### src/rtl/fpp_defs.svh
// constants for the flash programmer port
`ifndef FPP_DEFS_SVH
`define FPP_DEFS_SVH
`define FPP_CMD_READ      8'h00
`define FPP_CMD_PROG      8'h40
`define FPP_CMD_ERASE     8'h20
`define FPP_CMD_STATUS    8'h71
`define FPP_FILL_BYTE     8'hFF
`define FPP_PAGE_BYTES    128
`define FPP_PAGE_LO_A     8'h00
`define FPP_PAGE_LO_B     8'h80
`define FPP_ST_ABN        7
`define FPP_ST_CMD        6
`define FPP_ST_PRG        5
`define FPP_ST_ERS        4
`define FPP_ST_CNT        1
`define FPP_ST_ADR        0
`define FPP_DONE_BIT      7
`define FPP_PASS_BIT      6
`define FPP_SETUP_MS      20
`define FPP_CLK_KHZ       100000
`define FPP_SETUP_CYC     (`FPP_SETUP_MS * `FPP_CLK_KHZ)
`define FPP_WRITE_MS      1
`define FPP_WRITE_CYC     (`FPP_WRITE_MS * `FPP_CLK_KHZ)
`define FPP_ERASE_MS      100
`define FPP_ERASE_CYC     (`FPP_ERASE_MS * `FPP_CLK_KHZ)
`endif

### src/rtl/fpp_pkg.sv
// types for the flash programmer port
package fpp_pkg;
    typedef enum logic [2:0] {
        FPP_SETUP  = 3'b000,
        FPP_READ   = 3'b001,
        FPP_CMD2   = 3'b010,
        FPP_LOAD   = 3'b011,
        FPP_BUSY   = 3'b100,
        FPP_POLL   = 3'b101,
        FPP_STAT   = 3'b110
    } fpp_state_t;
endpackage : fpp_pkg

### src/rtl/fpp_timer.sv
// down counter timing setup, program and erase
`timescale 1ns/1ps
`default_nettype none
module fpp_timer #(
    parameter int W = 32
) (
    input  wire logic         i_clk,
    input  wire logic         i_rst_n,
    input  wire logic         i_load,
    input  wire logic [W-1:0] i_count,
    output logic              o_done
);
    logic [W-1:0] cnt_r;
    logic         run_r;
    always_ff @(posedge i_clk or negedge i_rst_n) begin
        if (!i_rst_n) begin
            cnt_r <= '0;
            run_r <= 1'b0;
        end else if (i_load) begin
            cnt_r <= i_count;
            run_r <= 1'b1;
        end else if (run_r) begin
            if (cnt_r <= {{(W-1){1'b0}}, 1'b1}) begin
                run_r <= 1'b0;
            end
            cnt_r <= cnt_r - {{(W-1){1'b0}}, 1'b1};
        end
    end
    assign o_done = run_r && (cnt_r <= {{(W-1){1'b0}}, 1'b1});
endmodule : fpp_timer
`default_nettype wire

### src/rtl/fpp_port.sv
// programmer-mode parallel port of the flash array
// Summary of operation
// RQ1 - auto-program writes one 128-byte page from 128 consecutive byte writes.
// RQ2 - programmer pads unused page bytes with all-ones.
// RQ3 - page low address byte must be 00 or 80, else address error flagged.
// RQ4 - page address is captured on the second cycle only.
// RQ5 - programmer issues no command write while an operation runs.
// RQ6 - programmer programs each page only once between erases.
// RQ7 - after program, done bit 7 and pass bit 6 show completion.
// RQ8 - polling flags hold until next command write, readable on chip and output enable.
// RQ9 - auto-erase always erases the entire array.
// RQ10 - programmer waits one millisecond before polling.
// RQ11 - programmer waits twenty microseconds before status read.
// RQ12 - status byte: abnormal, command, program, erase, count, address error bits. The code never sets the count bit, so it reads 0.
// RQ13 - after erase, done bit 7 and pass bit 6 show completion.
// RQ14 - auto-program takes the command byte plus 128 data writes.
// RQ15 - programmer holds program-enable high for program and erase commands.
// RQ16 - done bit reads 0 while running, 1 after; pass bit 1 on normal end.
// RQ17 - after setup the device enters memory read; no commands before then.
// RQ18 - commands 00 read, 20 twice erase, 71 twice status; others are errors. The code also takes 40 as program.
`timescale 1ns/1ps
`default_nettype none
`include "fpp_defs.svh"
module fpp_port #(
    parameter int SETUP_CYC = `FPP_SETUP_CYC,
    parameter int WRITE_CYC = `FPP_WRITE_CYC,
    parameter int ERASE_CYC = `FPP_ERASE_CYC
) (
    input  wire logic        I_CLK_SYS,
    input  wire logic        I_RESETN,
    input  wire logic        I_CE_N,
    input  wire logic        I_OE_N,
    input  wire logic        I_WE_N,
    input  wire logic        I_PROGRAM_ENABLE_PIN,
    input  wire logic [17:0] I_ADDR_BUS,
    input  wire logic [7:0]  I_BYTE_BUS,
    output logic      [7:0]  O_BYTE_BUS,
    output logic             O_BYTE_BUS_OE,
    input  wire logic [7:0]  I_ARRAY_RDATA,
    output logic      [17:0] O_ARRAY_ADDR,
    output logic             O_PAGE_WR,
    output logic      [17:0] O_PAGE_ADDR,
    output logic      [7:0]  O_PAGE_WDATA,
    output logic      [6:0]  O_PAGE_IDX,
    output logic             O_PAGE_WE,
    output logic             O_ERASE_ALL,
    input  wire logic        I_ARRAY_FAIL,
    output logic             O_READY
);
    logic            rs1_r;
    logic            rs_n;
    logic            we_d_r;
    logic            wr_pulse;
    logic            rd_en;
    fpp_pkg::fpp_state_t st_r;
    logic [7:0]      cmd_r;
    logic [7:0]      stat_r;
    logic [7:0]      outb_r;
    logic [7:0]      cnt_r;
    logic [17:0]     page_r;
    logic [7:0]      page_buf_r [0:`FPP_PAGE_BYTES-1];
    logic            tmr_load;
    logic [31:0]     tmr_cnt;
    logic            tmr_done;
    logic            flags_r;
    logic            op_erase_r;
    logic            pass_r;

    function automatic logic page_ok(input logic [7:0] lo);
        page_ok = (lo == `FPP_PAGE_LO_A) || (lo == `FPP_PAGE_LO_B);
    endfunction : page_ok

    always_ff @(posedge I_CLK_SYS or negedge I_RESETN) begin
        if (!I_RESETN) begin
            rs1_r <= 1'b0;
            rs_n  <= 1'b0;
        end else begin
            rs1_r <= 1'b1;
            rs_n  <= rs1_r;
        end
    end

    always_ff @(posedge I_CLK_SYS or negedge rs_n) begin
        if (!rs_n) begin
            we_d_r <= 1'b1;
        end else begin
            we_d_r <= I_WE_N | I_CE_N;
        end
    end
    assign wr_pulse = (I_WE_N | I_CE_N) && !we_d_r;
    assign rd_en    = !I_CE_N && !I_OE_N && I_WE_N;

    fpp_timer #(.W(32)) u_timer (
        .i_clk   (I_CLK_SYS),
        .i_rst_n (rs_n),
        .i_load  (tmr_load),
        .i_count (tmr_cnt),
        .o_done  (tmr_done)
    );

    always_comb begin
        tmr_load = 1'b0;
        tmr_cnt  = 32'(SETUP_CYC);
        if (st_r == fpp_pkg::FPP_SETUP && !flags_r) begin
            tmr_load = 1'b1;
        end else if (st_r == fpp_pkg::FPP_LOAD && wr_pulse
                     && cnt_r == 8'(`FPP_PAGE_BYTES - 1)) begin
            tmr_load = 1'b1;
            tmr_cnt  = 32'(WRITE_CYC);
        end else if (st_r == fpp_pkg::FPP_CMD2 && wr_pulse && cmd_r == `FPP_CMD_ERASE
                     && I_BYTE_BUS == `FPP_CMD_ERASE) begin
            tmr_load = 1'b1;
            tmr_cnt  = 32'(ERASE_CYC);
        end
    end

    always_ff @(posedge I_CLK_SYS or negedge rs_n) begin
        if (!rs_n) begin
            st_r       <= fpp_pkg::FPP_SETUP;
            flags_r    <= 1'b0;
            cmd_r      <= 8'h00;
            cnt_r      <= 8'h00;
            page_r     <= 18'h00000;
            stat_r     <= 8'h00;
            op_erase_r <= 1'b0;
            pass_r     <= 1'b0;
        end else begin
            case (st_r)
                fpp_pkg::FPP_SETUP: begin
                    flags_r <= 1'b1;
                    if (flags_r && tmr_done) begin
                        st_r <= fpp_pkg::FPP_READ; // RQ17
                    end
                end
                fpp_pkg::FPP_READ, fpp_pkg::FPP_POLL, fpp_pkg::FPP_STAT: begin
                    if (wr_pulse) begin
                        cmd_r <= I_BYTE_BUS;
                        case (I_BYTE_BUS) // RQ18
                            `FPP_CMD_READ: st_r <= fpp_pkg::FPP_READ;
                            `FPP_CMD_PROG: begin
                                st_r  <= fpp_pkg::FPP_CMD2;
                                cnt_r <= 8'h00;
                            end
                            `FPP_CMD_ERASE, `FPP_CMD_STATUS: st_r <= fpp_pkg::FPP_CMD2;
                            default: begin
                                stat_r[`FPP_ST_CMD] <= 1'b1;
                                stat_r[`FPP_ST_ABN] <= 1'b1;
                                st_r <= fpp_pkg::FPP_READ;
                            end
                        endcase
                    end
                end
                fpp_pkg::FPP_CMD2: begin
                    if (wr_pulse) begin
                        if (cmd_r == `FPP_CMD_PROG) begin
                            page_r <= {I_ADDR_BUS[17:7], 7'h00}; // RQ4
                            stat_r <= 8'h00;
                            stat_r[`FPP_ST_ADR] <= !page_ok(I_ADDR_BUS[7:0]); // RQ3
                            cnt_r  <= 8'h01;
                            st_r   <= fpp_pkg::FPP_LOAD;
                        end else if (I_BYTE_BUS == cmd_r && cmd_r == `FPP_CMD_ERASE) begin
                            stat_r     <= 8'h00;
                            op_erase_r <= 1'b1;
                            st_r       <= fpp_pkg::FPP_BUSY; // RQ9
                        end else if (I_BYTE_BUS == cmd_r) begin
                            st_r <= fpp_pkg::FPP_STAT;
                        end else begin
                            stat_r[`FPP_ST_CMD] <= 1'b1;
                            stat_r[`FPP_ST_ABN] <= 1'b1;
                            st_r <= fpp_pkg::FPP_READ;
                        end
                    end
                end
                fpp_pkg::FPP_LOAD: begin
                    if (wr_pulse) begin
                        cnt_r <= cnt_r + 8'h01; // RQ14
                        if (cnt_r == 8'(`FPP_PAGE_BYTES - 1)) begin
                            op_erase_r <= 1'b0;
                            st_r       <= fpp_pkg::FPP_BUSY; // RQ1
                        end
                    end
                end
                fpp_pkg::FPP_BUSY: begin
                    if (tmr_done) begin
                        pass_r <= !I_ARRAY_FAIL && !stat_r[`FPP_ST_ADR]; // RQ16
                        if (I_ARRAY_FAIL) begin
                            stat_r[op_erase_r ? `FPP_ST_ERS : `FPP_ST_PRG] <= 1'b1; // RQ12
                        end
                        if (I_ARRAY_FAIL || stat_r[`FPP_ST_ADR]) begin
                            stat_r[`FPP_ST_ABN] <= 1'b1;
                        end
                        st_r <= fpp_pkg::FPP_POLL; // RQ8
                    end
                end
                default: st_r <= fpp_pkg::FPP_READ;
            endcase
        end
    end

    always_ff @(posedge I_CLK_SYS) begin
        if (st_r == fpp_pkg::FPP_LOAD && wr_pulse) begin
            page_buf_r[cnt_r[6:0]] <= I_BYTE_BUS;
        end else if (st_r == fpp_pkg::FPP_CMD2 && wr_pulse && cmd_r == `FPP_CMD_PROG) begin
            page_buf_r[7'h00] <= I_BYTE_BUS;
        end
    end

    always_ff @(posedge I_CLK_SYS or negedge rs_n) begin
        if (!rs_n) begin
            O_PAGE_WE    <= 1'b0;
            O_PAGE_WDATA <= 8'h00;
            O_PAGE_IDX   <= 7'h00;
        end else begin
            O_PAGE_WE    <= wr_pulse && (st_r == fpp_pkg::FPP_LOAD ||
                            (st_r == fpp_pkg::FPP_CMD2 && cmd_r == `FPP_CMD_PROG));
            O_PAGE_WDATA <= I_BYTE_BUS;
            O_PAGE_IDX   <= (st_r == fpp_pkg::FPP_LOAD) ? cnt_r[6:0] : 7'h00;
        end
    end

    always_ff @(posedge I_CLK_SYS or negedge rs_n) begin
        if (!rs_n) begin
            outb_r <= 8'h00;
        end else begin
            case (st_r)
                fpp_pkg::FPP_BUSY: outb_r <= 8'h00; // RQ16
                fpp_pkg::FPP_POLL: begin
                    outb_r <= 8'h00;
                    outb_r[`FPP_DONE_BIT] <= 1'b1; // RQ7
                    outb_r[`FPP_PASS_BIT] <= pass_r; // RQ13
                end
                fpp_pkg::FPP_STAT: outb_r <= {stat_r[7:4], 2'b00, stat_r[1:0]}; // RQ12
                default: outb_r <= I_ARRAY_RDATA;
            endcase
        end
    end

    assign O_BYTE_BUS    = outb_r;
    assign O_BYTE_BUS_OE = rd_en && (st_r != fpp_pkg::FPP_SETUP); // RQ8
    assign O_ARRAY_ADDR  = I_ADDR_BUS;
    assign O_PAGE_ADDR   = page_r;
    assign O_PAGE_WR     = (st_r == fpp_pkg::FPP_LOAD) && wr_pulse
                           && cnt_r == 8'(`FPP_PAGE_BYTES - 1);
    assign O_ERASE_ALL   = (st_r == fpp_pkg::FPP_CMD2) && wr_pulse
                           && cmd_r == `FPP_CMD_ERASE && I_BYTE_BUS == `FPP_CMD_ERASE;
    assign O_READY       = (st_r != fpp_pkg::FPP_SETUP) && (st_r != fpp_pkg::FPP_BUSY);

    a_busy_done_low: assert property (@(posedge I_CLK_SYS) disable iff (!rs_n)
        st_r == fpp_pkg::FPP_BUSY && $past(st_r) == fpp_pkg::FPP_BUSY |-> outb_r[7] == 1'b0)
        else $error("done bit high while busy"); // RQ16
    a_poll_done_high: assert property (@(posedge I_CLK_SYS) disable iff (!rs_n)
        $past(st_r) == fpp_pkg::FPP_POLL && st_r == fpp_pkg::FPP_POLL |-> outb_r[7])
        else $error("done bit low after end"); // RQ7
    a_poll_hold: assert property (@(posedge I_CLK_SYS) disable iff (!rs_n)
        st_r == fpp_pkg::FPP_POLL && !wr_pulse |=> st_r == fpp_pkg::FPP_POLL)
        else $error("poll flags lost without write"); // RQ8
    a_page_addr_err: assert property (@(posedge I_CLK_SYS) disable iff (!rs_n)
        st_r == fpp_pkg::FPP_CMD2 && cmd_r == `FPP_CMD_PROG && wr_pulse
        |=> stat_r[0] == !page_ok($past(I_ADDR_BUS[7:0])))
        else $error("address error flag wrong"); // RQ3
    a_page_last: assert property (@(posedge I_CLK_SYS) disable iff (!rs_n)
        O_PAGE_WR |=> st_r == fpp_pkg::FPP_BUSY)
        else $error("page end without busy"); // RQ1
    a_page_addr_hold: assert property (@(posedge I_CLK_SYS) disable iff (!rs_n)
        st_r == fpp_pkg::FPP_LOAD && $past(st_r) == fpp_pkg::FPP_LOAD |-> $stable(page_r))
        else $error("page address moved"); // RQ4
    a_setup_nocmd: assert property (@(posedge I_CLK_SYS) disable iff (!rs_n)
        st_r == fpp_pkg::FPP_SETUP |=> st_r inside {fpp_pkg::FPP_SETUP, fpp_pkg::FPP_READ})
        else $error("command taken during setup"); // RQ17
    a_bad_cmd: assert property (@(posedge I_CLK_SYS) disable iff (!rs_n)
        st_r inside {fpp_pkg::FPP_READ, fpp_pkg::FPP_POLL, fpp_pkg::FPP_STAT} && wr_pulse
        && !(I_BYTE_BUS inside {8'h00, 8'h20, 8'h40, 8'h71})
        |=> stat_r[6] && st_r == fpp_pkg::FPP_READ)
        else $error("bad command not flagged"); // RQ18
    a_erase_start: assert property (@(posedge I_CLK_SYS) disable iff (!rs_n)
        O_ERASE_ALL |=> st_r == fpp_pkg::FPP_BUSY && op_erase_r)
        else $error("erase not started"); // RQ9
    a_load_count: assert property (@(posedge I_CLK_SYS) disable iff (!rs_n)
        st_r == fpp_pkg::FPP_LOAD && wr_pulse && cnt_r != 8'h7F |=> cnt_r == $past(cnt_r) + 8'h01)
        else $error("page count slipped"); // RQ14
endmodule : fpp_port
`default_nettype wire

### config.mk
export PLATFORM = sky130hd
export DESIGN_NAME = fpp_port
export DESIGN_NICKNAME = d
export VERILOG_FILES = /design/src/rtl/fpp_pkg.sv /design/src/rtl/fpp_timer.sv /design/src/rtl/fpp_port.sv
export VERILOG_INCLUDE_DIRS = /design/src /design/src/rtl
export SDC_FILE = /design/constraint.sdc
export NUM_CORES = 1
export LEC_CHECK = 0
export ABC_AREA = 0
export BUFFER_PORTS_ARGS = -buffer_cell sky130_fd_sc_hd__buf_2
export CAP_MARGIN = 20
export CORE_AREA = 5 5 99 101
export CTS_CLUSTER_SIZE = 14
export DETAILED_ROUTE_END_ITERATION = 8
export DIE_AREA = 0 0 104 106
export GPL_TIMING_DRIVEN = 0
export HOLD_SLACK_MARGIN = 0.06
export PLACE_DENSITY = 0.95
export SYNTH_ARGS = -nofsm -noshare
export SYNTH_HDL_FRONTEND = slang
export SYNTH_HIERARCHICAL = 1
export SYNTH_SLANG_ARGS = --single-unit
### constraint.sdc
create_clock -name I_CLK_SYS -period 9 [get_ports I_CLK_SYS]
set_input_delay 1.35 -clock I_CLK_SYS [delete_from_list [all_inputs] [get_ports I_CLK_SYS]]
set_output_delay 1.35 -clock I_CLK_SYS [all_outputs]
set_load 0.03 [all_outputs]
==> results of run 1 <==
how the worst max path moves through the flow:
stage | startpoint | endpoint | slack, ns | depth (start not counted)
2_1_floorplan | I_BYTE_BUS[1] | O_ERASE_ALL | 5.06 | 4
3_3_place_gp | I_BYTE_BUS[1] | O_ERASE_ALL | 4.82 | 6
3_5_place_dp | I_CE_N | u_timer/cnt_r[13] | 4.73 | 12
4_1_cts | I_BYTE_BUS[1] | O_ERASE_ALL | 4.79 | 6
5_1_grt | I_BYTE_BUS[1] | O_ERASE_ALL | 4.70 | 6
6_report | I_BYTE_BUS[1] | O_ERASE_ALL | 4.76 | 6
cell type report:
type                            count  area (µm²)  share of cell area (%)
Inverter                           13        48.8                   0.807
Clock inverter                      7        62.6                    1.03
Clock buffer                        9         124                    2.05
Timing Repair Buffer               97         508                    8.40
Multi-Input combinational cell    393        2440                    40.3
Buffer                             45         269                    4.45
Sequential cell                    98        2460                    40.6
Tap cell                          111         139                    2.30
metal layers:
layer  vias up  part of all wire, %  global-route usage (%)
li1       2129                    -                       -
met1      2145                   40                    27.3
met2       241                   49                    37.2
met3        29                  9.0                    6.44
met4         0                  1.8                    7.59
met5         -                    0                       0
critical path: stages:
cell and delay, ns:
buf_2 0.13, or4_4 0.57, nor3_1 0.16, nand4b_1 0.18, nor2_1 0.25, buf_2 0.25
where the power goes:
| part | internal, mW | switching (mW) |
|---|---|---|
| Clock | 0.105 | 0.161 |
| Sequential | 0.517 | 0.0921 |
| Combinational | 0.121 | 0.160 |
| Total | 0.742 | 0.414 |
flip-flops by register name (all words and copies together) (netlist names):
| register | count |
|---|---|
| O_BYTE_BUS | 8 |
| O_PAGE_ADDR | 11 |
| O_PAGE_IDX | 7 |
| O_PAGE_WDATA | 8 |
| O_PAGE_WE | 1 |
| cmd_r | 8 |
| cnt_r | 8 |
| flags_r | 1 |
| op_erase_r | 1 |
| pass_r | 1 |
| rs1_r | 1 |
| rs_n | 1 |
| st_r | 3 |
| stat_r | 5 |
| u_timer/cnt_r | 32 |
| u_timer/run_r | 1 |
| we_d_r | 1 |
cells by family after synthesis:
| family | share of synthesized area [%] |
|---|---|
| AO/OA/AOI/OAI | 14.0 |
| AND/OR/NAND/NOR | 22.3 |
| flip-flops | 48.1 |
| multiplexers | 5.05 |
| adder cells (fa/ha/maj) | 0.736 |
| other | 0.147 |
| XOR/XNOR | 3.43 |
| buffers and inverters | 6.23 |
placed cells by master (no fill, tap or decap), types with 3 or more instances in the layout:
cell type	count
a21o_1	3
a21oi_1	17
a221o_1	4
a22o_1	6
a31oi_1	20
and2_1	4
and3_1	11
buf_2	101
buf_4	25
clkbuf_1	15
clkbuf_8	9
conb_1	31
dfrtp_1	96
ha_1	3
inv_1	13
mux2_2	22
nand2_1	35
nand2b_1	3
nand3_1	8
nand4_1	9
nand4b_1	3
nor2_1	53
nor2b_1	9
nor3_1	19
nor4_1	3
o21ai_0	26
o31ai_1	14
o41ai_1	3
or2_2	6
or3_1	4
or3_2	3
or4_1	22
or4_4	3
xnor2_1	19
==> report_table.html, run 1 <==
<table>
<tr><th>Metric</th><th>Value</th></tr>
<tr><th colspan="2">Worst setup path</th></tr>
<tr><td>Classification of the worst setup path</td><td>in -&gt; out</td></tr>
<tr><td>Worst reg2reg startpoint</td><td>u_timer/cnt_r[16]</td></tr>
<tr><td>Kind of launch point of the worst setup path</td><td>input port</td></tr>
<tr><td>Worst Path Arrival</td><td>2.89 ns</td></tr>
<tr><td>Required time of the critical path</td><td>7.65 ns</td></tr>
<tr><td>Worst reg-to-reg path cell count</td><td>10</td></tr>
<tr><td>Reg2Reg Setup Slack</td><td>5.53 ns</td></tr>
<tr><td>Worst R2R End</td><td>st_r[1]</td></tr>
<tr><td>Worst-path fanout max</td><td>4</td></tr>
<tr><td>Crit. End Element</td><td>primary output</td></tr>
<tr><th colspan="2">Clocking</th></tr>
<tr><td>Setup Fix Bufs, Post-CTS</td><td>0</td></tr>
<tr><td>Hold-fix buffer count after cts</td><td>0</td></tr>
<tr><td>Root Buffer</td><td>clkbuf_8</td></tr>
<tr><td>Clock Path Buffers</td><td>2</td></tr>
<tr><td>H-tree depth</td><td>3</td></tr>
<tr><td>Source-to-sink clock delay at the later pin of the worst-skew pair</td><td>0.37 ns</td></tr>
<tr><td>CTS sink count</td><td>98</td></tr>
<tr><td>Post-cts sizing count</td><td>0</td></tr>
<tr><td>Clock tree from TritonCTS</td><td>built</td></tr>
<tr><td>Cts bufs inserted</td><td>9</td></tr>
<tr><td>Clock-pin slew on the worst setup and hold paths</td><td>0.10 ns</td></tr>
<tr><th colspan="2">Die</th></tr>
<tr><td>Die Outline Area</td><td>11000 µm²</td></tr>
<tr><td>Vertical die dimension</td><td>106 µm</td></tr>
<tr><td>Die X</td><td>104 µm</td></tr>
<tr><td>Boundary Pins</td><td>105</td></tr>
<tr><td>Initial cell density of the core</td><td>57.1%</td></tr>
<tr><td>Placement Rows</td><td>35</td></tr>
<tr><td>Floorplan Core Area</td><td>8930 µm²</td></tr>
<tr><th colspan="2">Route</th></tr>
<tr><td>Number of iterations in the first detailed-routing pass</td><td>7</td></tr>
<tr><td>Post-DR wirelength/cell</td><td>15.7 µm</td></tr>
<tr><td>Overall via count from detail_route</td><td>4544</td></tr>
<tr><td>Post-detailed-route via-to-cell ratio</td><td>5.88</td></tr>
<tr><td>Antenna violation net count after detailed routing</td><td>0</td></tr>
<tr><td>Iteration-0 DRC count of the detailed router</td><td>341</td></tr>
<tr><td>Remaining design rule violation count</td><td>0</td></tr>
<tr><td>Final wirelength</td><td>12.1 mm</td></tr>
<tr><th colspan="2">Run status</th></tr>
<tr><td>Run status</td><td>complete, no violations</td></tr>
<tr><th colspan="2">Synth</th></tr>
<tr><td>Count of yosys warnings during synthesis</td><td>6</td></tr>
<tr><td>Synth cell types</td><td>58</td></tr>
<tr><td>Post-synthesis instance total</td><td>520</td></tr>
<tr><td>Cell types with the largest area share after synthesis</td><td>dfrtp_1 48%, mux2_2 4.9%, nor2_1 3.9%</td></tr>
<tr><td>Seq/Total Area, Yosys</td><td>48.1%</td></tr>
<tr><td>Leading cell type by number of instances after synthesis</td><td>dfrtp_1</td></tr>
<tr><td>Post-synthesis async set-or-reset flop share</td><td>100%</td></tr>
<tr><td>Mean instance size in the synthesized netlist</td><td>9.81 µm²</td></tr>
<tr><td>Library cell occupying the most area in the post-synthesis netlist</td><td>dfrtp_1</td></tr>
<tr><td>Portion of synthesized cell area occupied by the leading cell type</td><td>47.6%</td></tr>
<tr><td>Most frequent cells after synthesis</td><td>97 x dfrtp_1, 53 x nor2_1, 35 x nand2_1</td></tr>
<tr><td>Number of synthesized register bits</td><td>98</td></tr>
<tr><td>Count of flip-flops with a built-in enable after synthesis</td><td>0</td></tr>
<tr><td>Post-synth design cell area</td><td>5100 µm²</td></tr>
<tr><td>Dominant synthesized flop cell</td><td>dfrtp_1</td></tr>
<tr><th colspan="2">Worst hold path</th></tr>
<tr><td>Min-Delay Path Class</td><td>reg -&gt; async</td></tr>
<tr><th colspan="2">Timing</th></tr>
<tr><td>Fmax</td><td>0.236 GHz</td></tr>
<tr><td>Fin. Hold Viols</td><td>0</td></tr>
<tr><td>Relative slew slack</td><td>35.7%</td></tr>
<tr><td>Setup violations, final</td><td>0</td></tr>
<tr><td>Hold Worst Slack</td><td>0.360 ns</td></tr>
<tr><td>Unrepaired setup endpoints after global routing</td><td>no</td></tr>
<tr><td>Final period demand of the worst path</td><td>4.24 ns</td></tr>
<tr><td>Final WS setup</td><td>4.76 ns</td></tr>
<tr><td>Crit share post-route</td><td>47.1%</td></tr>
<tr><td>Worst Clk Skew</td><td>0.0111 ns</td></tr>
<tr><td>Transition at the pin with the smallest max-transition slack</td><td>0.957 ns</td></tr>
<tr><td>Setup TNS</td><td>0 ns</td></tr>
<tr><td>Final max-slew violation count</td><td>0</td></tr>
<tr><th colspan="2">Place</th></tr>
<tr><td>DP Cell Count</td><td>757</td></tr>
<tr><td>Standard cell area after detailed placement</td><td>5860 µm²</td></tr>
<tr><td>HPWL after detailed placement</td><td>8.96 mm</td></tr>
<tr><td>Setup slack at placement</td><td>4.73 ns</td></tr>
<tr><td>Routability-driven placement congestion ratio</td><td>0.931</td></tr>
<tr><td>I/O Buffers</td><td>96</td></tr>
<tr><th colspan="2">Finish</th></tr>
<tr><td>Ratio of cells with drive above 1 in the final layout</td><td>28.2%</td></tr>
<tr><td>Antenna diodes</td><td>0</td></tr>
<tr><td>Core utilization of the finished layout</td><td>67.7%</td></tr>
<tr><td>Post-layout net count</td><td>701</td></tr>
<tr><td>Number of non-filler instances in the completed layout</td><td>773</td></tr>
<tr><td>Synth-to-layout area growth</td><td>18.5%</td></tr>
<tr><td>Fill cell instance count of the final layout</td><td>669</td></tr>
<tr><td>Finished Cell Area</td><td>6050 µm²</td></tr>
<tr><th colspan="2">Power and ir drop</th></tr>
<tr><td>Post-layout total power</td><td>1.16 mW</td></tr>
<tr><td>Worst vdd rail ir drop</td><td>0.000121 V</td></tr>
<tr><td>LEAKAGE</td><td>2.71 nW</td></tr>
<tr><td>Cell Pwr Density</td><td>191 nW/µm²</td></tr>
<tr><th colspan="2">GRT</th></tr>
<tr><td>Global-route wire length before repair</td><td>20.4 mm</td></tr>
<tr><td>Pin count of the biggest net entering global routing</td><td>51</td></tr>
<tr><td>Via count of the first global-routing pass</td><td>4485</td></tr>
<tr><td>Number of antenna violations at the first check in global routing</td><td>0</td></tr>
<tr><td>Total routing resource utilization after global routing</td><td>22.1%</td></tr>
<tr><td>Final global-route overflow total</td><td>0</td></tr>
<tr><th colspan="2">Flow run</th></tr>
<tr><td>Reported max-cap violation count</td><td>0</td></tr>
</table>
Note: power is estimated with default switching activity, not from simulation.
==> run 2: changes to the inputs <==
CORE_AREA = 5 5 108 110   (was 5 5 99 101)
DIE_AREA = 0 0 113 115   (was 0 0 104 106)
PLACE_DENSITY = 0.86   (was 0.95)
clock period = 3.8 ns   (was 9 ns; I/O delays follow)
==> report_table.html, run 2 (synthesis gave the netlist of run 1 again) <==
<table>
<tr><th>Metric</th><th>Value</th></tr>
<tr><th colspan="2">Timing</th></tr>
<tr><td>Worst Clk Skew</td><td>0.0115 ns (+0.000398 ns)</td></tr>
<tr><td>Relative slew slack</td><td>43.0% (+7.3 points)</td></tr>
<tr><td>Unrepaired setup endpoints after global routing</td><td>no</td></tr>
<tr><td>Final max-slew violation count</td><td>0 (unchanged)</td></tr>
<tr><td>Setup violations, final</td><td>0 (unchanged)</td></tr>
<tr><td>Transition at the pin with the smallest max-transition slack</td><td>0.848 ns (-0.109 ns)</td></tr>
<tr><td>Fmax</td><td>0.282 GHz</td></tr>
<tr><td>Final period demand of the worst path</td><td>3.54 ns</td></tr>
<tr><td>Setup TNS</td><td>0 ns (unchanged)</td></tr>
<tr><td>Fin. Hold Viols</td><td>0 (unchanged)</td></tr>
<tr><td>Crit share post-route</td><td>93.3%</td></tr>
<tr><th colspan="2">Worst setup path</th></tr>
<tr><td>Worst Path Arrival</td><td>3.78 ns (+0.89 ns)</td></tr>
<tr><td>Kind of launch point of the worst setup path</td><td>flip-flop</td></tr>
<tr><td>Buffers &amp; Inverters on Critical Path</td><td>5 (+3)</td></tr>
<tr><td>Classification of the worst setup path</td><td>reg -&gt; reg</td></tr>
<tr><td>Worst path top cell family by delay</td><td>simple AND/OR/NAND/NOR gates</td></tr>
<tr><td>Worst path depth</td><td>13 (+7)</td></tr>
<tr><td>Cell chain of the critical path</td><td>ha_1 -&gt; nand3_1 -&gt; or2_2 -&gt; clkbuf_1 -&gt; nor3_1 -&gt; nor2_1 -&gt; o31ai_1 -&gt; clkbuf_1 -&gt; inv_1 -&gt; clkbuf_1 -&gt; clkbuf_1 -&gt; nor2_1 -&gt; a31oi_1</td></tr>
<tr><td>Worst reg-to-reg path cell count</td><td>13 (+3)</td></tr>
<tr><td>Dominant cell type by count on the critical path</td><td>clkbuf_1</td></tr>
<tr><td>Required time of the critical path</td><td>4.03 ns (-3.62 ns)</td></tr>
<tr><td>Critical Path Max Stage Delay</td><td>0.55 ns (-0.02 ns)</td></tr>
<tr><td>Worst-path fanout max</td><td>10 (+6)</td></tr>
<tr><td>Critical-path cell with the highest stage delay</td><td>nor3_1</td></tr>
<tr><td>Crit. End Element</td><td>flip-flop</td></tr>
<tr><th colspan="2">Finish</th></tr>
<tr><td>Antenna diodes</td><td>0 (unchanged)</td></tr>
<tr><td>Number of non-filler instances in the completed layout</td><td>803 (+3.9%)</td></tr>
<tr><td>Post-layout net count</td><td>702 (+0.14%)</td></tr>
<tr><td>Most frequent standard cell in the layout excluding fill and tap cells</td><td>buf_2</td></tr>
<tr><td>Synth-to-layout area growth</td><td>19.4%</td></tr>
<tr><td>Finished Cell Area</td><td>6090 µm² (+0.72%)</td></tr>
<tr><td>Ratio of cells with drive above 1 in the final layout</td><td>28.1% (-0.19 points)</td></tr>
<tr><td>Core utilization of the finished layout</td><td>57.5% (-10 points)</td></tr>
<tr><td>Number of flip-flops under the largest register name</td><td>32 (unchanged)</td></tr>
<tr><td>Most flops, register</td><td>u_timer/cnt_r</td></tr>
<tr><td>Most frequent cells in the layout</td><td>101 x buf_2, 96 x dfrtp_1, 53 x nor2_1</td></tr>
<tr><th colspan="2">Die</th></tr>
<tr><td>Placement Rows</td><td>38 (+8.6%)</td></tr>
<tr><td>Die Outline Area</td><td>13000 µm² (+18%)</td></tr>
<tr><td>Die X</td><td>113 µm (+8.7%)</td></tr>
<tr><td>Boundary Pins</td><td>105 (unchanged)</td></tr>
<tr><td>Initial cell density of the core</td><td>48.1% (-9.0 points)</td></tr>
<tr><td>Vertical die dimension</td><td>115 µm (+8.5%)</td></tr>
<tr><td>Floorplan Core Area</td><td>10600 µm² (+19%)</td></tr>
<tr><th colspan="2">Worst hold path</th></tr>
<tr><td>Min-Delay Path Class</td><td>reg -&gt; async</td></tr>
<tr><th colspan="2">Clocking</th></tr>
<tr><td>Setup Fix Bufs, Post-CTS</td><td>0 (unchanged)</td></tr>
<tr><td>Clock-pin slew on the worst setup and hold paths</td><td>0.10 ns (about the same)</td></tr>
<tr><td>Clock Path Buffers</td><td>2 (unchanged)</td></tr>
<tr><td>Post-cts sizing count</td><td>0 (unchanged)</td></tr>
<tr><td>CTS sink count</td><td>98 (unchanged)</td></tr>
<tr><td>Clock tree from TritonCTS</td><td>built</td></tr>
<tr><td>Root Buffer</td><td>clkbuf_8</td></tr>
<tr><td>Source-to-sink clock delay at the later pin of the worst-skew pair</td><td>0.37 ns (about the same)</td></tr>
<tr><td>Hold-fix buffer count after cts</td><td>1 (+1)</td></tr>
<tr><td>Cts bufs inserted</td><td>9 (unchanged)</td></tr>
<tr><td>H-tree depth</td><td>3 (unchanged)</td></tr>
<tr><th colspan="2">Route</th></tr>
<tr><td>Final wirelength</td><td>12.1 mm (-0.67%)</td></tr>
<tr><td>Antenna violation net count after detailed routing</td><td>0 (unchanged)</td></tr>
<tr><td>Number of iterations in the first detailed-routing pass</td><td>5 (-2)</td></tr>
<tr><td>Post-detailed-route via-to-cell ratio</td><td>5.60 (-4.7%)</td></tr>
<tr><td>Overall via count from detail_route</td><td>4500 (-0.97%)</td></tr>
<tr><td>Remaining design rule violation count</td><td>0 (unchanged)</td></tr>
<tr><td>Iteration-0 DRC count of the detailed router</td><td>307 (-10%)</td></tr>
<tr><td>Post-DR wirelength/cell</td><td>15.0 µm (-4.4%)</td></tr>
<tr><th colspan="2">Power and ir drop</th></tr>
<tr><td>LEAKAGE</td><td>2.72 nW (+0.24%)</td></tr>
<tr><td>Worst vdd rail ir drop</td><td>0.000332 V (+170%)</td></tr>
<tr><td>Cell Pwr Density</td><td>450 nW/µm² (+140%)</td></tr>
<tr><th colspan="2">Flow run</th></tr>
<tr><td>Reported max-cap violation count</td><td>0 (unchanged)</td></tr>
<tr><th colspan="2">GRT</th></tr>
<tr><td>Final global-route overflow total</td><td>0 (unchanged)</td></tr>
<tr><td>Number of antenna violations at the first check in global routing</td><td>0 (unchanged)</td></tr>
<tr><td>Pin count of the biggest net entering global routing</td><td>60 (+18%)</td></tr>
<tr><td>Global-route wire length before repair</td><td>20.2 mm (-0.91%)</td></tr>
<tr><td>Via count of the first global-routing pass</td><td>4325 (-3.6%)</td></tr>
<tr><td>Total routing resource utilization after global routing</td><td>18.8% (-3.3 points)</td></tr>
<tr><th colspan="2">Place</th></tr>
<tr><td>Standard cell area after detailed placement</td><td>5900 µm² (+0.62%)</td></tr>
<tr><td>HPWL after detailed placement</td><td>9.01 mm (+0.48%)</td></tr>
<tr><td>I/O Buffers</td><td>96 (unchanged)</td></tr>
<tr><td>DP Cell Count</td><td>786 (+3.8%)</td></tr>
<tr><td>Routability-driven placement congestion ratio</td><td>0.890 (-4.5%)</td></tr>
<tr><th colspan="2">Run status</th></tr>
<tr><td>Run status</td><td>complete, no violations</td></tr>
</table>
[run 2: path summary, 6_finish.rpt]
| check | from | endpoint | slack (ns) |
|---|---|---|---|
| setup / recovery | cnt_r[0] | u_timer/cnt_r[30] | 0.26 |
| hold / removal | rs_n | cmd_r[3] | 0.31 |
| setup reg to reg | cnt_r[0] | u_timer/cnt_r[30] | 0.26 |
| hold reg to reg | rs_n | cmd_r[3] | 0.31 |
| max in group asynchronous | rs_n | O_PAGE_ADDR[13] | 2.85 |
| min in group I_CLK_SYS | I_BYTE_BUS[5] | O_PAGE_WDATA[5] | 0.32 |
[run 2: stage by stage]
stage	setup slack (ns)	hold WS [ns]	total power, mW
global route	0.109	0.301	2.90
global placement	-0.0935	0.338	2.05
CTS	0.353	0.304	2.75
floorplan	0.557	0.274	1.89
finish	0.256	0.306	2.74
detailed placement	0.285	0.322	2.10
[run 2: routing by layer]
metal | routed length, µm | up-vias | GRT usage (%)
met5 | 0 | - | 0
met2 | 5820 | 230 | 31.0
li1 | - | 2113 | -
met4 | 141 | 0 | 6.01
met1 | 4950 | 2146 | 25.0
met3 | 1160 | 11 | 4.05
[run 2: final cells by class]
type	instances	area, µm²
Inverter	13	48.8
Multi-Input combinational cell	393	2440
Sequential cell	98	2460
Clock inverter	6	56.3
Clock buffer	10	128
Buffer	45	269
Timing Repair Buffer	98	518
Fill cell	888	4510
Tap cell	140	175
[run 2: report_power, final]
group / switching [mW] / internal [mW]
clock: 0.396 / 0.254
combinational: 0.370 / 0.286
sequential: 0.214 / 1.22
==> run 3: changes to the inputs <==
CORE_AREA = 5 5 99 101   (was 5 5 108 110)
DIE_AREA = 0 0 104 106   (was 0 0 113 115)
PLACE_DENSITY = 0.95   (was 0.86)
clock period = 4.14 ns   (was 3.8 ns; I/O delays follow)
==> report_table.html, run 3 (synthesis gave the netlist of run 1 again) <==
<table>
<tr><th>Metric</th><th>Value</th></tr>
<tr><th colspan="2">Worst setup path</th></tr>
<tr><td>Cell chain of the critical path</td><td>or4_4 -&gt; or4_1 -&gt; or4_4 -&gt; nor2_1 -&gt; nand2_1 -&gt; mux2i_1 -&gt; a21oi_1 -&gt; nor2_1 -&gt; o22ai_1 -&gt; a211o_1</td></tr>
<tr><td>Critical Path Max Stage Delay</td><td>0.59 ns (+0.04 ns)</td></tr>
<tr><td>Critical-path cell with the highest stage delay</td><td>or4_4</td></tr>
<tr><td>Reg2Reg Setup Slack</td><td>0.65 ns (+0.39 ns)</td></tr>
<tr><td>Worst reg-to-reg path cell count</td><td>10 (-3)</td></tr>
<tr><td>Worst R2R End</td><td>st_r[1]</td></tr>
<tr><td>Buffers &amp; Inverters on Critical Path</td><td>0 (-5)</td></tr>
<tr><td>Kind of launch point of the worst setup path</td><td>flip-flop</td></tr>
<tr><td>Worst Path Arrival</td><td>3.75 ns (-0.03 ns)</td></tr>
<tr><td>Required time of the critical path</td><td>4.39 ns (+0.36 ns)</td></tr>
<tr><td>Classification of the worst setup path</td><td>reg -&gt; reg</td></tr>
<tr><td>CP startpoint</td><td>u_timer/cnt_r[16]</td></tr>
<tr><td>Worst path top cell family by delay</td><td>simple AND/OR/NAND/NOR gates</td></tr>
<tr><td>Worst-path fanout max</td><td>8 (-2)</td></tr>
<tr><td>Crit. End Element</td><td>flip-flop</td></tr>
<tr><td>Worst reg2reg startpoint</td><td>u_timer/cnt_r[16]</td></tr>
<tr><th colspan="2">Place</th></tr>
<tr><td>I/O Buffers</td><td>96 (unchanged)</td></tr>
<tr><td>Routability-driven placement congestion ratio</td><td>0.931 (+4.7%)</td></tr>
<tr><td>HPWL after detailed placement</td><td>8.96 mm (-0.48%)</td></tr>
<tr><td>Standard cell area after detailed placement</td><td>5860 µm² (-0.62%)</td></tr>
<tr><td>Setup slack at placement</td><td>0.597 ns (+0.312 ns)</td></tr>
<tr><td>DP Cell Count</td><td>757 (-3.7%)</td></tr>
<tr><th colspan="2">Clocking</th></tr>
<tr><td>Post-cts sizing count</td><td>0 (unchanged)</td></tr>
<tr><td>H-tree depth</td><td>3 (unchanged)</td></tr>
<tr><td>Root Buffer</td><td>clkbuf_8</td></tr>
<tr><td>Hold-fix buffer count after cts</td><td>1 (unchanged)</td></tr>
<tr><td>Cts bufs inserted</td><td>9 (unchanged)</td></tr>
<tr><td>Source-to-sink clock delay at the later pin of the worst-skew pair</td><td>0.37 ns (about the same)</td></tr>
<tr><td>Clock Path Buffers</td><td>2 (unchanged)</td></tr>
<tr><td>Clock-pin slew on the worst setup and hold paths</td><td>0.10 ns (about the same)</td></tr>
<tr><td>Clock tree from TritonCTS</td><td>built</td></tr>
<tr><td>Setup Fix Bufs, Post-CTS</td><td>0 (unchanged)</td></tr>
<tr><td>CTS sink count</td><td>98 (unchanged)</td></tr>
<tr><th colspan="2">Finish</th></tr>
<tr><td>Most frequent cells in the layout</td><td>101 x buf_2, 96 x dfrtp_1, 53 x nor2_1</td></tr>
<tr><td>Number of flip-flops under the largest register name</td><td>32 (unchanged)</td></tr>
<tr><td>Finished Cell Area</td><td>6060 µm² (-0.55%)</td></tr>
<tr><td>Antenna diodes</td><td>0 (unchanged)</td></tr>
<tr><td>Synth-to-layout area growth</td><td>18.7%</td></tr>
<tr><td>Most flops, register</td><td>u_timer/cnt_r</td></tr>
<tr><td>Post-layout net count</td><td>702 (unchanged)</td></tr>
<tr><td>Fill cell instance count of the final layout</td><td>668 (-25%)</td></tr>
<tr><td>Ratio of cells with drive above 1 in the final layout</td><td>28.2% (+0.15 points)</td></tr>
<tr><td>Number of non-filler instances in the completed layout</td><td>774 (-3.6%)</td></tr>
<tr><td>Most frequent standard cell in the layout excluding fill and tap cells</td><td>buf_2</td></tr>
<tr><td>Core utilization of the finished layout</td><td>67.8% (+10 points)</td></tr>
<tr><th colspan="2">GRT</th></tr>
<tr><td>Via count of the first global-routing pass</td><td>4486 (+3.7%)</td></tr>
<tr><td>Pin count of the biggest net entering global routing</td><td>51 (-15%)</td></tr>
<tr><td>Final global-route overflow total</td><td>0 (unchanged)</td></tr>
<tr><td>Total routing resource utilization after global routing</td><td>22.1% (+3.3 points)</td></tr>
<tr><td>Global-route wire length before repair</td><td>20.4 mm (+0.99%)</td></tr>
<tr><td>Number of antenna violations at the first check in global routing</td><td>0 (unchanged)</td></tr>
<tr><th colspan="2">Power and ir drop</th></tr>
<tr><td>Cell Pwr Density</td><td>415 nW/µm² (-7.9%)</td></tr>
<tr><td>Sequential share of power</td><td>52.7% (+0.3 points)</td></tr>
<tr><td>Logic pwr share</td><td>24.2% (+0.3 points)</td></tr>
<tr><td>Worst vdd rail ir drop</td><td>0.000264 V (-21%)</td></tr>
<tr><td>Clock network fraction of design power</td><td>23.1% (-0.6 points)</td></tr>
<tr><td>Switching power of the nets</td><td>0.899 mW (-8.2%)</td></tr>
<tr><td>LEAKAGE</td><td>2.72 nW (about the same)</td></tr>
<tr><td>Net switching fraction of the power</td><td>35.8% (+0.067 points)</td></tr>
<tr><td>Post-layout total power</td><td>2.51 mW (-8.4%)</td></tr>
<tr><td>Cell-internal power</td><td>1.61 mW (-8.5%)</td></tr>
<tr><th colspan="2">Worst hold path</th></tr>
<tr><td>Min-Delay Path Class</td><td>reg -&gt; async</td></tr>
<tr><th colspan="2">Timing</th></tr>
<tr><td>Fin. Hold Viols</td><td>0 (unchanged)</td></tr>
<tr><td>Setup violations, final</td><td>0 (unchanged)</td></tr>
<tr><td>Worst Clk Skew</td><td>0.0110 ns (-0.000541 ns)</td></tr>
<tr><td>Crit share post-route</td><td>84.3% (-8.9 points)</td></tr>
<tr><td>Transition at the pin with the smallest max-transition slack</td><td>0.940 ns (+0.0923 ns)</td></tr>
<tr><td>Final WS setup</td><td>0.648 ns (+0.392 ns)</td></tr>
<tr><td>Hold Worst Slack</td><td>0.360 ns (+0.0538 ns)</td></tr>
<tr><td>Final period demand of the worst path</td><td>3.49 ns (-0.0520 ns)</td></tr>
<tr><td>Fmax</td><td>0.286 GHz (+1.5%)</td></tr>
<tr><td>Setup TNS</td><td>0 ns (unchanged)</td></tr>
<tr><td>Relative slew slack</td><td>36.8% (-6.2 points)</td></tr>
<tr><td>Unrepaired setup endpoints after global routing</td><td>no</td></tr>
<tr><td>Final max-slew violation count</td><td>0 (unchanged)</td></tr>
<tr><th colspan="2">Run status</th></tr>
<tr><td>Run status</td><td>complete, no violations</td></tr>
<tr><th colspan="2">Die</th></tr>
<tr><td>Vertical die dimension</td><td>106 µm (-7.8%)</td></tr>
<tr><td>Initial cell density of the core</td><td>57.1% (+9.0 points)</td></tr>
<tr><td>Die X</td><td>104 µm (-8.0%)</td></tr>
<tr><td>Boundary Pins</td><td>105 (unchanged)</td></tr>
<tr><td>Placement Rows</td><td>35 (-7.9%)</td></tr>
<tr><td>Floorplan Core Area</td><td>8930 µm² (-16%)</td></tr>
<tr><td>Die Outline Area</td><td>11000 µm² (-15%)</td></tr>
<tr><th colspan="2">Route</th></tr>
<tr><td>Number of iterations in the first detailed-routing pass</td><td>5 (unchanged)</td></tr>
<tr><td>Final wirelength</td><td>12.1 mm (+0.60%)</td></tr>
<tr><td>Overall via count from detail_route</td><td>4545 (+1.0%)</td></tr>
<tr><td>Remaining design rule violation count</td><td>0 (unchanged)</td></tr>
<tr><td>Iteration-0 DRC count of the detailed router</td><td>366 (+19%)</td></tr>
<tr><td>Antenna violation net count after detailed routing</td><td>0 (unchanged)</td></tr>
<tr><td>Post-detailed-route via-to-cell ratio</td><td>5.87 (+4.8%)</td></tr>
<tr><td>Post-DR wirelength/cell</td><td>15.7 µm (+4.4%)</td></tr>
<tr><th colspan="2">Flow run</th></tr>
<tr><td>Reported max-cap violation count</td><td>0 (unchanged)</td></tr>
</table>
run 3: cell types whose count changed in the layout (fill, tap and decap cells not counted):
cell | previous run | this run
clkbuf_1 | 16 | 15
clkinvlp_4 | 1 | 2
inv_8 | 2 | 0
clkinv_2 | 0 | 1
clkinv_8 | 0 | 1
run 3: worst max path at each step:
stage / slack [ns] / cells after the start / end
detailed placement: 0.60 / 12 / u_timer/cnt_r[13]
finish: 0.65 / 10 / st_r[1]
floorplan: 0.90 / 13 / u_timer/cnt_r[26]
CTS: 0.73 / 10 / st_r[1]
global placement: 0.31 / 0 / O_PAGE_ADDR[12]
global route: 0.38 / 13 / u_timer/cnt_r[26]
run 3: worst reg2reg max path, stage by stage (launching register included):
cell and delay, ns:
dfrtp_1 0.46, or4_4 0.59, or4_1 0.43, or4_4 0.54
nor2_1 0.32, nand2_1 0.09, mux2i_1 0.24, a21oi_1 0.11
nor2_1 0.19, o22ai_1 0.11, a211o_1 0.31
run 3: layout make-up:
cell class	count	area (µm²)	area share [%]
Multi-Input combinational cell	393	2440	40.3
Timing Repair Buffer	98	518	8.55
Clock inverter	7	62.6	1.03
Buffer	45	269	4.44
Tap cell	111	139	2.29
Clock buffer	9	124	2.04
Sequential cell	98	2460	40.6
Inverter	13	48.8	0.805
run 3: per-layer routing:
| layer | vias up | GRT usage (%) | share of wire [%] | wire length [µm] |
|---|---|---|---|---|
| met1 | 2138 | 27.3 | 39 | 4790 |
| li1 | 2127 | - | - | - |
| met5 | - | 0 | 0 | 0 |
| met3 | 34 | 6.44 | 9.3 | 1130 |
| met4 | 0 | 7.59 | 2.1 | 257 |
| met2 | 246 | 37.2 | 49 | 5950 |
run 3: power groups by stage:
stage | clock [mW] | sequential, mW | combinational, mW
after detailed placement | 0 | 1.33 | 0.600
after CTS | 0.591 | 1.32 | 0.604
after global placement | 0 | 1.32 | 0.553
after floorplan | 0 | 1.31 | 0.428
final | 0.580 | 1.32 | 0.609
after global routing | 0.638 | 1.34 | 0.677
